`config.mk`:
```
export PLATFORM = sky130hd
export DESIGN_NAME = serial_comm_config
export DESIGN_NICKNAME = d
export VERILOG_FILES = /design/src/serial_cfg_pkg.sv /design/src/pulse_counter.sv /design/src/serial_comm_config.sv
export SDC_FILE = /design/constraint.sdc
export NUM_CORES = 1
export LEC_CHECK = 0
export BUFFER_PORTS_ARGS = -buffer_cell sky130_fd_sc_hd__buf_2
export CORE_ASPECT_RATIO = 1.1
export CORE_MARGIN = 1.5
export CORE_UTILIZATION = 30
export DETAILED_ROUTE_END_ITERATION = 12
export PLACE_DENSITY_LB_ADDON = 0.08
export SLEW_MARGIN = 20
export SYNTH_ARGS = -nofsm -noshare
export SYNTH_HDL_FRONTEND = slang
export SYNTH_SLANG_ARGS = --single-unit
```
`constraint.sdc`:
```
create_clock -name clk_sys_i -period 9.15 [get_ports clk_sys_i]
set_input_delay 1.83 -clock clk_sys_i [delete_from_list [all_inputs] [get_ports clk_sys_i]]
set_output_delay 1.83 -clock clk_sys_i [all_outputs]
set_load 0.02 [all_outputs]
```
`src/serial_cfg_pkg.sv`:
```
// Package for the serial configuration and supervision block.
// Assumes a 40 MHz system clock; all times below are turned into cycle counts here.
package serial_cfg_pkg;

    localparam int unsigned CLK_HZ = 40000000;

    // Telegram gap watchdog: seconds, 0 means supervision off.
    localparam logic [15:0] GAP_OFF = 16'h0000;
    localparam logic [15:0] GAP_MAX_S = 16'hFFFE;
    localparam logic [15:0] GAP_RESET = GAP_OFF;
    localparam int unsigned SEC_CYCLES = CLK_HZ;

    // Inter-character timeout in milliseconds.
    localparam logic [10:0] ICT_MIN_MS = 11'h00A;
    localparam logic [10:0] ICT_MAX_MS = 11'h7D0;
    localparam logic [10:0] ICT_RESET_MS = 11'h064;
    localparam int unsigned MS_CYCLES = CLK_HZ / 1000;

    // Pulse input frequency limits in Hz, shortest and longest period in cycles.
    localparam int unsigned PULSE_FMAX_HZ = 67600;
    localparam int unsigned PULSE_FMIN_HZ = 5;
    localparam int unsigned PULSE_MIN_PER = CLK_HZ / PULSE_FMAX_HZ;
    localparam int unsigned PULSE_MAX_PER = CLK_HZ / PULSE_FMIN_HZ;

    // Thermal limits.
    localparam logic [7:0] LOAD_CUTOUT_PCT = 8'h64;
    localparam logic [7:0] TEMP_CUTOUT_C = 8'h5F;
    localparam logic [7:0] TEMP_RESUME_C = 8'h46;

    // Digital input count.
    localparam int unsigned DIN_COUNT = 5;

    // Point groups and address range for override release.
    localparam logic [7:0] POINT_ADDR_LAST = 8'hFF;

    typedef enum logic [2:0] {
        GRP_ANALOG_OUT = 3'h0,
        GRP_BINARY_OUT = 3'h1,
        GRP_INT_FLOAT = 3'h2,
        GRP_INT_INTEGER = 3'h3,
        GRP_INT_BYTE = 3'h4
    } point_group_t;

    typedef enum logic [1:0] {
        PROTO_NATIVE = 2'h0,
        PROTO_AUTOMATION = 2'h1,
        PROTO_RTU = 2'h2
    } protocol_t;
    localparam protocol_t PROTO_RESET = PROTO_NATIVE;

    typedef enum logic [1:0] {
        FRAME_EVEN_1 = 2'h0,
        FRAME_ODD_1 = 2'h1,
        FRAME_NONE_1 = 2'h2,
        FRAME_NONE_2 = 2'h3
    } frame_sel_t;
    localparam frame_sel_t FRAME_RESET = FRAME_NONE_1;

    // Decoded line framing handed to the serial engine.
    typedef struct packed {
        logic parity_en;
        logic parity_odd;
        logic two_stop;
    } frame_fmt_t;

    // One override release request.
    typedef struct packed {
        point_group_t group;
        logic [7:0] addr;
    } release_req_t;

endpackage : serial_cfg_pkg

```
`src/pulse_counter.sv`:
```
// Counter-stop pulse counter with period qualification.
// Assumes pulse_i is already synchronous to clk_sys_i.
`timescale 1ns/10ps
`default_nettype none
module pulse_counter #(
    parameter int unsigned WIDTH = 32
) (
    input wire logic clk_sys_i,
    input wire logic rst_i,
    input wire logic run_i,
    input wire logic restart_i,
    input wire logic pulse_i,
    output logic [WIDTH-1:0] count_o
);
    import serial_cfg_pkg::*;

    // A narrow count would wrap within a fraction of a second at the top rate.
    if (WIDTH < 8) begin : g_chk
        $error("pulse_counter WIDTH too small");
    end

    logic prev_q, prev_d;
    logic [WIDTH-1:0] cnt_q, cnt_d;
    logic [23:0] per_q, per_d;

    // Counts a rising edge only when its period is no shorter than the shortest supported period.
    // Edges faster than the top rate are glitches; the very first edge always passes the period check.
    always_comb begin
        prev_d = pulse_i;
        cnt_d = cnt_q;
        per_d = (per_q == 24'hFFFFFF) ? per_q : per_q + 24'h000001;
        if (pulse_i && !prev_q) begin
            per_d = 24'h000000;
            if (run_i && per_q >= 24'(PULSE_MIN_PER)) begin
                cnt_d = cnt_q + {{(WIDTH-1){1'b0}}, 1'b1};
            end
        end
        if (restart_i) begin
            cnt_d = '0;
        end
    end

    always_ff @(posedge clk_sys_i) begin
        if (rst_i) begin
            prev_q <= 1'b0;
            cnt_q <= '0;
            per_q <= 24'hFFFFFF;
        end else begin
            prev_q <= prev_d;
            cnt_q <= cnt_d;
            per_q <= per_d;
        end
    end

    assign count_o = cnt_q;

endmodule : pulse_counter
`default_nettype wire

```
`src/serial_comm_config.sv`:
```
// Serial communication configuration and supervision for a motor drive.
// Assumes all inputs synchronous to clk_sys_i and one-cycle event strobes from the serial engine.
// Behaviour
// - The telegram gap is programmable in seconds from 1 to 65534, with 0 meaning off, which is the reset value.
// - When the gap is exceeded under the automation protocol the block treats the link as stopped and releases every overridden point.
// - Release runs analogue out, binary out, float, integer, then byte points, each from address 0 to 255.
// - Protocol code 0 is the native protocol (default), 1 the automation protocol, 2 RTU.
// - Framing 0 is even/1 stop, 1 odd/1 stop, 2 none/1 stop (default), 3 none/2 stops.
// - The selected parity must match the master's, so the decoded framing is handed on unchanged.
// - The five digital inputs read as bits, first input leftmost, 1 meaning connected.
// - In counter-stop mode pulses from 5 Hz to 67.6 kHz are counted and the count clears on restart.
// - Motor and converter thermal loads trip a cut-out when either reaches 100 percent.
// - Inverter temperature trips between 90 and 100 C and resumes only at 70 C or below.
// - The master may write a bus feedback value that joins the feedback path.
// - The scaled frequency readout is output frequency times the display scale factor.
// - An RTU message ends when no character arrives within the 10 to 2000 ms timeout, 100 ms by default.
`timescale 1ns/10ps
`default_nettype none
module serial_comm_config #(
    parameter int unsigned SEC_CYC = serial_cfg_pkg::SEC_CYCLES,
    parameter int unsigned MS_CYC = serial_cfg_pkg::MS_CYCLES,
    parameter int unsigned FREQ_W = 16,
    parameter int unsigned SCALE_W = 16
) (
    input wire logic clk_sys_i,
    input wire logic rst_i,
    // Configuration.
    input wire logic cfg_we_i,
    input wire logic [15:0] override_release_time_i,
    input wire serial_cfg_pkg::protocol_t protocol_i,
    input wire serial_cfg_pkg::frame_sel_t frame_sel_i,
    input wire logic [10:0] rtu_intercharacter_timeout_i,
    // Serial engine events.
    input wire logic telegram_ok_i,
    input wire logic rtu_char_i,
    output logic [15:0] override_release_time_o,
    output serial_cfg_pkg::protocol_t protocol_o,
    output serial_cfg_pkg::frame_fmt_t frame_fmt_o,
    output logic [10:0] rtu_intercharacter_timeout_o,
    output logic comm_stopped_o,
    output logic release_valid_o,
    output serial_cfg_pkg::release_req_t release_o,
    output logic rtu_msg_end_o,
    // Readouts.
    input wire logic [4:0] din_i,
    output logic [4:0] din_status_o,
    input wire logic count_run_i,
    input wire logic count_restart_i,
    input wire logic pulse_i,
    output logic [31:0] pulse_count_o,
    input wire logic [7:0] motor_load_i,
    input wire logic [7:0] converter_thermal_load_i,
    output logic thermal_cutout_o,
    input wire logic [7:0] inverter_temp_i,
    output logic temp_cutout_o,
    input wire logic bus_feedback_we_i,
    input wire logic [15:0] bus_feedback_value_i,
    output logic [15:0] bus_feedback_value_o,
    input wire logic [FREQ_W-1:0] out_freq_i,
    input wire logic [SCALE_W-1:0] freq_scale_i,
    output logic [FREQ_W+SCALE_W-1:0] freq_scaled_o
);
    import serial_cfg_pkg::*;

    // Refuse settings that the 26-bit second tick or the 16-bit millisecond tick cannot hold.
    if (SEC_CYC < 1 || SEC_CYC > 67108864 || MS_CYC < 1 || MS_CYC > 65536 || FREQ_W < 1 || SCALE_W < 1) begin : g_chk
        $error("serial_comm_config parameters out of range");
    end

    typedef enum logic [1:0] {
        ST_IDLE = 2'h0,
        ST_WATCH = 2'h1,
        ST_RELEASE = 2'h2
    } gap_state_t;

    // Configuration state.
    logic [15:0] gap_q, gap_d;
    protocol_t proto_q, proto_d;
    frame_sel_t frame_q, frame_d;
    logic [10:0] ict_q, ict_d;
    logic [15:0] fb_q, fb_d;

    // Configuration writes; out-of-range values are ignored so the old setting stays.
    always_comb begin
        gap_d = gap_q;
        proto_d = proto_q;
        frame_d = frame_q;
        ict_d = ict_q;
        fb_d = fb_q;
        if (cfg_we_i) begin
            if (override_release_time_i <= GAP_MAX_S) begin
                gap_d = override_release_time_i;
            end
            if (protocol_i == PROTO_NATIVE || protocol_i == PROTO_AUTOMATION || protocol_i == PROTO_RTU) begin
                proto_d = protocol_i;
            end
            frame_d = frame_sel_i;
            if (rtu_intercharacter_timeout_i >= ICT_MIN_MS && rtu_intercharacter_timeout_i <= ICT_MAX_MS) begin
                ict_d = rtu_intercharacter_timeout_i;
            end
        end
        if (bus_feedback_we_i) begin
            fb_d = bus_feedback_value_i;
        end
    end

    always_ff @(posedge clk_sys_i) begin
        if (rst_i) begin
            gap_q <= GAP_RESET;
            proto_q <= PROTO_RESET;
            frame_q <= FRAME_RESET;
            ict_q <= ICT_RESET_MS;
            fb_q <= 16'h0000;
        end else begin
            gap_q <= gap_d;
            proto_q <= proto_d;
            frame_q <= frame_d;
            ict_q <= ict_d;
            fb_q <= fb_d;
        end
    end

    // Framing decode; the parity here must equal the master's or every frame fails.
    frame_fmt_t fmt_d, fmt_q;
    always_comb begin
        case (frame_q)
            FRAME_EVEN_1: fmt_d = '{parity_en: 1'b1, parity_odd: 1'b0, two_stop: 1'b0};
            FRAME_ODD_1: fmt_d = '{parity_en: 1'b1, parity_odd: 1'b1, two_stop: 1'b0};
            FRAME_NONE_1: fmt_d = '{parity_en: 1'b0, parity_odd: 1'b0, two_stop: 1'b0};
            FRAME_NONE_2: fmt_d = '{parity_en: 1'b0, parity_odd: 1'b0, two_stop: 1'b1};
            default: fmt_d = '{parity_en: 1'b0, parity_odd: 1'b0, two_stop: 1'b0};
        endcase
    end

    // Gap watchdog: one-second tick plus a seconds counter, then a release walk.
    gap_state_t st_q, st_d;
    logic [25:0] tick_q, tick_d;
    logic [15:0] sec_q, sec_d;
    release_req_t rel_q, rel_d;
    logic stop_q, stop_d;
    // Release valid is held in its own flop so the port never comes from a state decode.
    logic relv_q, relv_d;
    logic auto_mode;
    assign auto_mode = (proto_q == PROTO_AUTOMATION);

    always_comb begin
        st_d = st_q;
        tick_d = tick_q;
        sec_d = sec_q;
        rel_d = rel_q;
        stop_d = stop_q;
        case (st_q)
            ST_IDLE: begin
                tick_d = 26'h0000000;
                sec_d = 16'h0000;
                if (gap_q != GAP_OFF && auto_mode) begin
                    st_d = ST_WATCH;
                end
            end
            ST_WATCH: begin
                if (tick_q == 26'(SEC_CYC - 1)) begin
                    tick_d = 26'h0000000;
                    sec_d = sec_q + 16'h0001;
                end else begin
                    tick_d = tick_q + 26'h0000001;
                end
                if (gap_q == GAP_OFF || !auto_mode) begin
                    st_d = ST_IDLE;
                end else if (sec_q >= gap_q) begin
                    stop_d = 1'b1;
                    rel_d = '{group: GRP_ANALOG_OUT, addr: 8'h00};
                    st_d = ST_RELEASE;
                end
            end
            ST_RELEASE: begin
                if (rel_q.addr != POINT_ADDR_LAST) begin
                    rel_d.addr = rel_q.addr + 8'h01;
                end else if (rel_q.group != GRP_INT_BYTE) begin
                    rel_d.addr = 8'h00;
                    rel_d.group = point_group_t'(rel_q.group + 3'h1);
                end else begin
                    st_d = ST_IDLE;
                end
            end
            default: st_d = ST_IDLE;
        endcase
        if (telegram_ok_i) begin
            stop_d = 1'b0;
            if (st_q == ST_WATCH) begin
                tick_d = 26'h0000000;
                sec_d = 16'h0000;
            end
        end
        relv_d = (st_d == ST_RELEASE);
    end

    always_ff @(posedge clk_sys_i) begin
        if (rst_i) begin
            st_q <= ST_IDLE;
            tick_q <= 26'h0000000;
            sec_q <= 16'h0000;
            rel_q <= '{group: GRP_ANALOG_OUT, addr: 8'h00};
            stop_q <= 1'b0;
            relv_q <= 1'b0;
        end else begin
            st_q <= st_d;
            tick_q <= tick_d;
            sec_q <= sec_d;
            rel_q <= rel_d;
            stop_q <= stop_d;
            relv_q <= relv_d;
        end
    end

    // RTU end-of-message: millisecond tick and silence counter, pulse once per message.
    logic [15:0] mtick_q, mtick_d;
    logic [10:0] ms_q, ms_d;
    logic armed_q, armed_d;
    logic end_q, end_d;
    always_comb begin
        mtick_d = mtick_q;
        ms_d = ms_q;
        armed_d = armed_q;
        end_d = 1'b0;
        if (rtu_char_i) begin
            mtick_d = 16'h0000;
            ms_d = 11'h000;
            armed_d = (proto_q == PROTO_RTU);
        end else if (armed_q) begin
            if (mtick_q == 16'(MS_CYC - 1)) begin
                mtick_d = 16'h0000;
                ms_d = ms_q + 11'h001;
            end else begin
                mtick_d = mtick_q + 16'h0001;
            end
            if (ms_q >= ict_q) begin
                end_d = 1'b1;
                armed_d = 1'b0;
            end
        end
    end

    always_ff @(posedge clk_sys_i) begin
        if (rst_i) begin
            mtick_q <= 16'h0000;
            ms_q <= 11'h000;
            armed_q <= 1'b0;
            end_q <= 1'b0;
        end else begin
            mtick_q <= mtick_d;
            ms_q <= ms_d;
            armed_q <= armed_d;
            end_q <= end_d;
        end
    end

    // Readouts and thermal supervision, all registered.
    logic [4:0] din_d, din_q;
    logic tcut_d, tcut_q, icut_d, icut_q;
    logic [FREQ_W+SCALE_W-1:0] fs_d, fs_q;
    always_comb begin
        for (int i = 0; i < 5; i++) begin
            din_d[4-i] = din_i[i];
        end
        tcut_d = (motor_load_i >= LOAD_CUTOUT_PCT) || (converter_thermal_load_i >= LOAD_CUTOUT_PCT);
        icut_d = icut_q;
        if (inverter_temp_i >= TEMP_CUTOUT_C) begin
            icut_d = 1'b1;
        end else if (inverter_temp_i <= TEMP_RESUME_C) begin
            icut_d = 1'b0;
        end
        fs_d = out_freq_i * freq_scale_i;
    end

    always_ff @(posedge clk_sys_i) begin
        if (rst_i) begin
            din_q <= 5'h00;
            tcut_q <= 1'b0;
            icut_q <= 1'b0;
            fs_q <= '0;
            fmt_q <= '{parity_en: 1'b0, parity_odd: 1'b0, two_stop: 1'b0};
        end else begin
            din_q <= din_d;
            tcut_q <= tcut_d;
            icut_q <= icut_d;
            fs_q <= fs_d;
            fmt_q <= fmt_d;
        end
    end

    pulse_counter #(
        .WIDTH(32)
    ) u_pulse_counter (
        .clk_sys_i(clk_sys_i),
        .rst_i(rst_i),
        .run_i(count_run_i),
        .restart_i(count_restart_i),
        .pulse_i(pulse_i),
        .count_o(pulse_count_o)
    );

    assign frame_fmt_o = fmt_q;
    assign override_release_time_o = gap_q;
    assign protocol_o = proto_q;
    assign rtu_intercharacter_timeout_o = ict_q;
    assign comm_stopped_o = stop_q;
    assign release_valid_o = relv_q;
    assign release_o = rel_q;
    assign rtu_msg_end_o = end_q;
    assign din_status_o = din_q;
    assign thermal_cutout_o = tcut_q;
    assign temp_cutout_o = icut_q;
    assign bus_feedback_value_o = fb_q;
    assign freq_scaled_o = fs_q;

endmodule : serial_comm_config
`default_nettype wire

```
# --- Word level (Yosys, flattened, before mapping) ---
# Cells that the tools add are included.
op_classes:
  n_addsub: 8
  n_mul: 1
  order_cmp: 10
  eq_ne: 21
  mux: 30
  n_bitwise: 2
  reduce_logical: 29
op_table:
  columns: ["operator", "count"]
  rows:
  - ["26-bit two-way mux", 3]
  - ["16-bit two-way mux", 4]
  - ["26-bit one-hot mux with 2 select lines", 1]
  - ["24-bit two-way mux", 2]
  - ["11-bit two-way mux", 3]
  - ["16-bit by 1-bit adder with 16-bit output (second input constant)", 2]
  - ["32-bit by 1-bit adder with 32-bit output (second input constant)", 1]
  - ["16-bit by 16-bit multiplier with 32-bit output", 1]
  - ["16-bit one-hot mux with 2 select lines", 1]
  - ["26-bit by 1-bit adder with 26-bit output (second input constant)", 1]
  - ["26-bit equality test (second input constant)", 1]
  - ["24-bit by 1-bit adder with 24-bit output (second input constant)", 1]
  - ["24-bit equality test (second input constant)", 1]
  - ["24-bit by 10-bit greater-or-equal comparator with 1-bit output (second input constant)", 1]
  - ["8-bit by 7-bit greater-or-equal comparator with 1-bit output (second input constant)", 3]
  - ["11-bit one-hot mux with 2 select lines", 1]
  - ["16-bit equality test (second input constant)", 1]
  - ["16-bit greater-or-equal comparator", 1]
  - ["16-bit <= comparator (second input constant)", 1]
  - ["16-bit zero test", 1]
  - ["16-bit nonzero test", 1]
  - ["2-bit equality test (second input constant)", 6]
  - ["3-bit one-hot mux with 4 select lines", 1]
  - ["11-bit by 1-bit adder with 11-bit output (second input constant)", 1]
  - ["27 further kinds", 61]
totals:
  register_bits: 232
  word_cells: 127

# --- Longest topological paths before layout ---
logic_depth:
  ltp_word: 6
  depth_mapped: 21

# --- By module ---
# A second synthesis with hierarchy kept.
hier_totals:
  cells_unflattened: 2208
  area_unflattened_um2: 19124.6
by_module_without_submodules:
  columns: ["module", "n_inst", "cells_each", "area_per_inst_um2"]
  rows:
  - ["serial_comm_config", 1, 1865, 16245.6]
  - ["pulse_counter", 1, 343, 2879.0]

# --- Least setup slack after synthesis ---
# No wires, ideal clock.
synth_path:
  kind: "input port to flip-flop"
  start: "input freq_scale_i[15]"
  end: "register fs_q[26] (netlist: freq_scaled_o[26])"
  setup_ns: 0.123
  arrival_ns: 7.001
  t_required_ns: 9.027
  slack_ns: 2.026
  path_stages: 19
  path_cell_list: "clkbuf_1 > nand2_1 > fa_1 > fa_1 > inv_1 > fa_1 > fa_1 > fa_1 > inv_1 > fa_1 > inv_1 > ha_1 > clkbuf_1 > a21oi_1 > o21ai_0 > a31oi_1 > o31ai_2 > a311oi_1 > mux2_1"
synth_via:
  elab_chain_len: 1
synth_lines:
  columns: ["element", "line_no", "source"]
  rows:
  - ["start, declared", "serial_comm_config.sv:60", "input wire logic [SCALE_W-1:0] freq_scale_i,"]
  - ["16-bit by 16-bit multiplier with 32-bit output", "serial_comm_config.sv:272", "fs_d = out_freq_i * freq_scale_i;"]
  - ["end signal, assigned", "serial_comm_config.sv:286", "fs_q <= fs_d;"]
  - ["end, declared", "serial_comm_config.sv:260", "logic [FREQ_W+SCALE_W-1:0] fs_d, fs_q;"]
# Every way passes these cells.
# A chain may end at the register's enable or synchronous reset.

# --- Worst setup path in the final report ---
layout_path:
  start: "input out_freq_i[9]"
  end: "register fs_q[26] (netlist: freq_scaled_o[26])"
layout_via:
  elab_chain_len: 1
layout_lines:
  columns: ["element", "line_no", "source"]
  rows:
  - ["start, declared", "serial_comm_config.sv:59", "input wire logic [FREQ_W-1:0] out_freq_i,"]
  - ["16-bit by 16-bit multiplier with 32-bit output", "serial_comm_config.sv:272", null]
# Every way passes these cells.

==> results.md <==
- Rows: 97
- Setup TNS: 0 ps
- Post-DRT Antenna Nets: 0
- Most common cell after layout, fill and taps aside: inv_1
- Die X-Extent: 245 µm
- Fmax: 0.136 GHz
- # fillers: 6,727
- Reg-to-Reg End: release_o[9]
- Number of global-route vias before repair: 16,170
- CTS Root Cell: clkbuf_16
- CP Launch Point: out_freq_i[9]
- Final Critical Period: 7340 ps
- Final core occ: 35.0%
- Crit-path most repeated cell: fa_1
- CP max-delay cell: o31ai_2
- Buffers & Inverters on Critical Path: 5
- Post-Synthesis Cells: 2,220
- H-tree levels: 1
- Area of the core: 0.0636 mm²
- DRT Wirelength: 54,200 µm
- Full die area: 0.0658 mm²
- Detail Placement HPWL: 41,100 µm
- Endpoints failing hold: 0
- RSZ-0062 raised after global routing: false
- CTS tree: yes
- Final Cycle Share: 80.2%
- Sw Pwr: 3.47 mW
- Worst EP required: 9590 ps
- Clk sinks: 232
- Slowest stage delay, CP: 590 ps
- Initial Utilization: 30.3%
- Outcome: completed
- Max_cap viols: 0
- Total track usage: 16.7%
- Internal power: 3.70 mW
- Area of the multi-input gates: 0.0132 mm²
- Seq/Total Area, Yosys: 24.1%
- CP endpoint kind: register
- GRT Residual Overflow: 0
- Worst Setup Start Kind: primary input
- Clock Skew: 11.6 ps
- Layout cell share with drive strength beyond 1: 13.6%
- Yosys cell types: 76
- First-pass GRT wire length: 88,700 µm
- GPL Wtd Cong: 0.826
- Maximum vdd drop: 254 µV
- Post_cts resized: 0
- Final number of setup-violating endpoints: 0
- # port buffers: 245
- Slew @ Worst Pin: 922 ps
- Synth async-reset ratio: 0%
- Routed vias/inst: 4.82
- Ys flop type: dfxtp_1
- DRT Pass-1 Iters: 4
- Slew Limit Headroom: 38.2%
- Sw Ratio: 48.4%
- Worst Hold Class: reg2reg
- CP arrival: 7780 ps
- Reg-to-Reg Start: sec_q[0]
- Sequential share of power: 16.2%
- Cell leakage power: 10.1 nW
- Worst R2R Setup Slack: 6600 ps
- IO Pins: 250
- Hold path startpoint: frame_q[1]
- Hold Path Cell Cnt: 1
- Slew Viols, Final: 0
- Clock power frac: 16.0%
- Post-synthesis cell area: 0.0193 mm²
- Via Count: 15,781
- Crit-path cells: buf_2 > and2_1 > fa_1 > inv_1 > fa_1 > fa_1 > inv_1 > fa_1 > fa_1 > inv_1 > fa_1 > inv_1 > ha_1 > nand2_1 > a211oi_1 > a21oi_1 > o31ai_2 > a311oi_1 > mux2_1
- CP top delay family: adder cells
- Clock slew at reported path FFs: 60 ps
- Commonest cells after routing, fill and taps aside: 292 x inv_1, 244 x buf_2, 232 x dfxtp_1, 231 x nand2_1, 194 x fa_1
- Final #Nets: 2,864
- Post-Synthesis Net Count: 2,671
- Kind of critical path: in2reg
- Hold buffers post-CTS: 0
- Syn. warnings: 0
- PwrDens: 323 mW/mm²
- WHS Endpoint: frame_fmt_o[1]
- Post-synth EDFFs: 0
- Largest net degree at the start of global routing: 71
- Number of synthesized register bits: 232
- Worst-Skew Late Latency: 570 ps
- Num CTS Buffers: 29
- Die Height: 269 µm
- Deepest clock path buffer count: 3
- Post-Syn Area per Cell: 8.68 µm²
- Reg2Reg Depth: 8
- Critical path peak fanout: 16
- First DRT Iteration DRCs: 597
- DRC Markers: 0
- Reg area: 0.00464 mm²
- Synth-to-Final Area Change: 15.4%
- Combinational share of power: 67.8%
- Routed length per instance: 16.5 µm
- Initial antenna violation count: 1
- Post-CTS setup buffers: 0
-- routing by layer --
layer / routed length, µm / part of all wire (%) / global-route usage [%] / vias up
met2: 26400 / 49 / 28.9 / 284
met1: 24600 / 45 / 22.1 / 7735
met4: 1110 / 2.0 / 4.02 / 0
li1: - / - / - / 7694
met5: 0 / 0 / 0 / -
met3: 2120 / 3.9 / 2.21 / 68
-- how the worst max path moves through the flow --
| stage | slack, ps | end | cells after the start |
|---|---|---|---|
| floorplan | 2030 | freq_scaled_o[26] | 19 |
| global placement | 1230 | freq_scaled_o[26] | 19 |
| detailed placement | 1250 | freq_scaled_o[26] | 19 |
| CTS | 1810 | freq_scaled_o[26] | 19 |
| global route | 1530 | freq_scaled_o[23] | 18 |
| finish | 1810 | freq_scaled_o[26] | 19 |
-- power groups by stage --
stage / combinational (mW) / clock [mW] / sequential [mW]
2_1_floorplan: 3.46 / 0 / 1.25
3_3_place_gp: 4.92 / 0 / 1.19
3_5_place_dp: 4.88 / 0 / 1.19
4_1_cts: 4.93 / 1.20 / 1.17
5_1_grt: 5.55 / 1.24 / 1.17
6_report: 4.86 / 1.15 / 1.16
-- cells by family after synthesis --
| group | synth area share, % |
|---|---|
| AND/OR/NAND/NOR | 21.7 |
| adder cells (fa/ha/maj) | 29.2 |
| buffers and inverters | 7.58 |
| multiplexers | 2.75 |
| flip-flops | 24.1 |
| XOR/XNOR | 4.59 |
| AO/OA/AOI/OAI | 10.0 |
-- state kept, by name (all words and copies together) (netlist names), 16 cells and up --
| register | cells |
|---|---|
| u_pulse_counter.count_o | 32 |
| u_pulse_counter.per_q | 24 |
| bus_feedback_value_o | 16 |
| freq_scaled_o | 32 |
| override_release_time_o | 16 |
| tick_q | 26 |
| sec_q | 16 |
| mtick_q | 16 |
-- per-stage QoR --
step	instances	total power, mW	hold slack, ps	instance area [µm²]	setup WS, ps
global route	3276	7.96	518	22200	1530
finish	3277	7.17	475	22200	1810
detailed placement	3223	6.07	448	21300	1250
floorplan	2220	4.71	418	19300	2030
global placement	3223	6.11	447	21300	1230
CTS	3276	7.30	471	22200	1810
-- area by class of cell --
| type | count | share of cell area (%) |
|---|---|---|
| inverters | 292 | 4.93 |
| repair buffers | 254 | 5.83 |
| diodes | 1 | 0.0113 |
| well taps | 841 | 4.73 |
| multi-input cells | 1604 | 59.3 |
| clock buffers | 46 | 3.96 |
| clock inverters | 7 | 0.326 |
| flip-flops and latches | 232 | 20.9 |
-- Yosys cell counts (all sizes together), types with 8 or more instances --
library cell  count  area share, %
o21a             16           0.62
a21oi            83            2.2
a211o            12           0.55
mux2              8           0.47
xnor2            81            3.7
buf              15           0.40
and3             24           0.78
nand2b           13           0.42
nor4             30            1.1
nor2            185            3.6
clkbuf           77            1.5
ha              140            9.1
fa              194             20
dfxtp           232             24
xor2             20           0.91
nand2           231            4.5
a31oi            17           0.55
o21ai            46            1.2
o21bai           26            1.0
nor2b            25           0.81
a21o             16           0.62
nand4            33            1.1
and2            127            4.1
or3              15           0.49
o31ai            10           0.42
a211oi           14           0.55
mux2i            44            2.3
and4             15           0.68
inv             292            5.7
nand3            47            1.3
nor3             44            1.2
No activity file was read; power rests on OpenSTA's default activity.
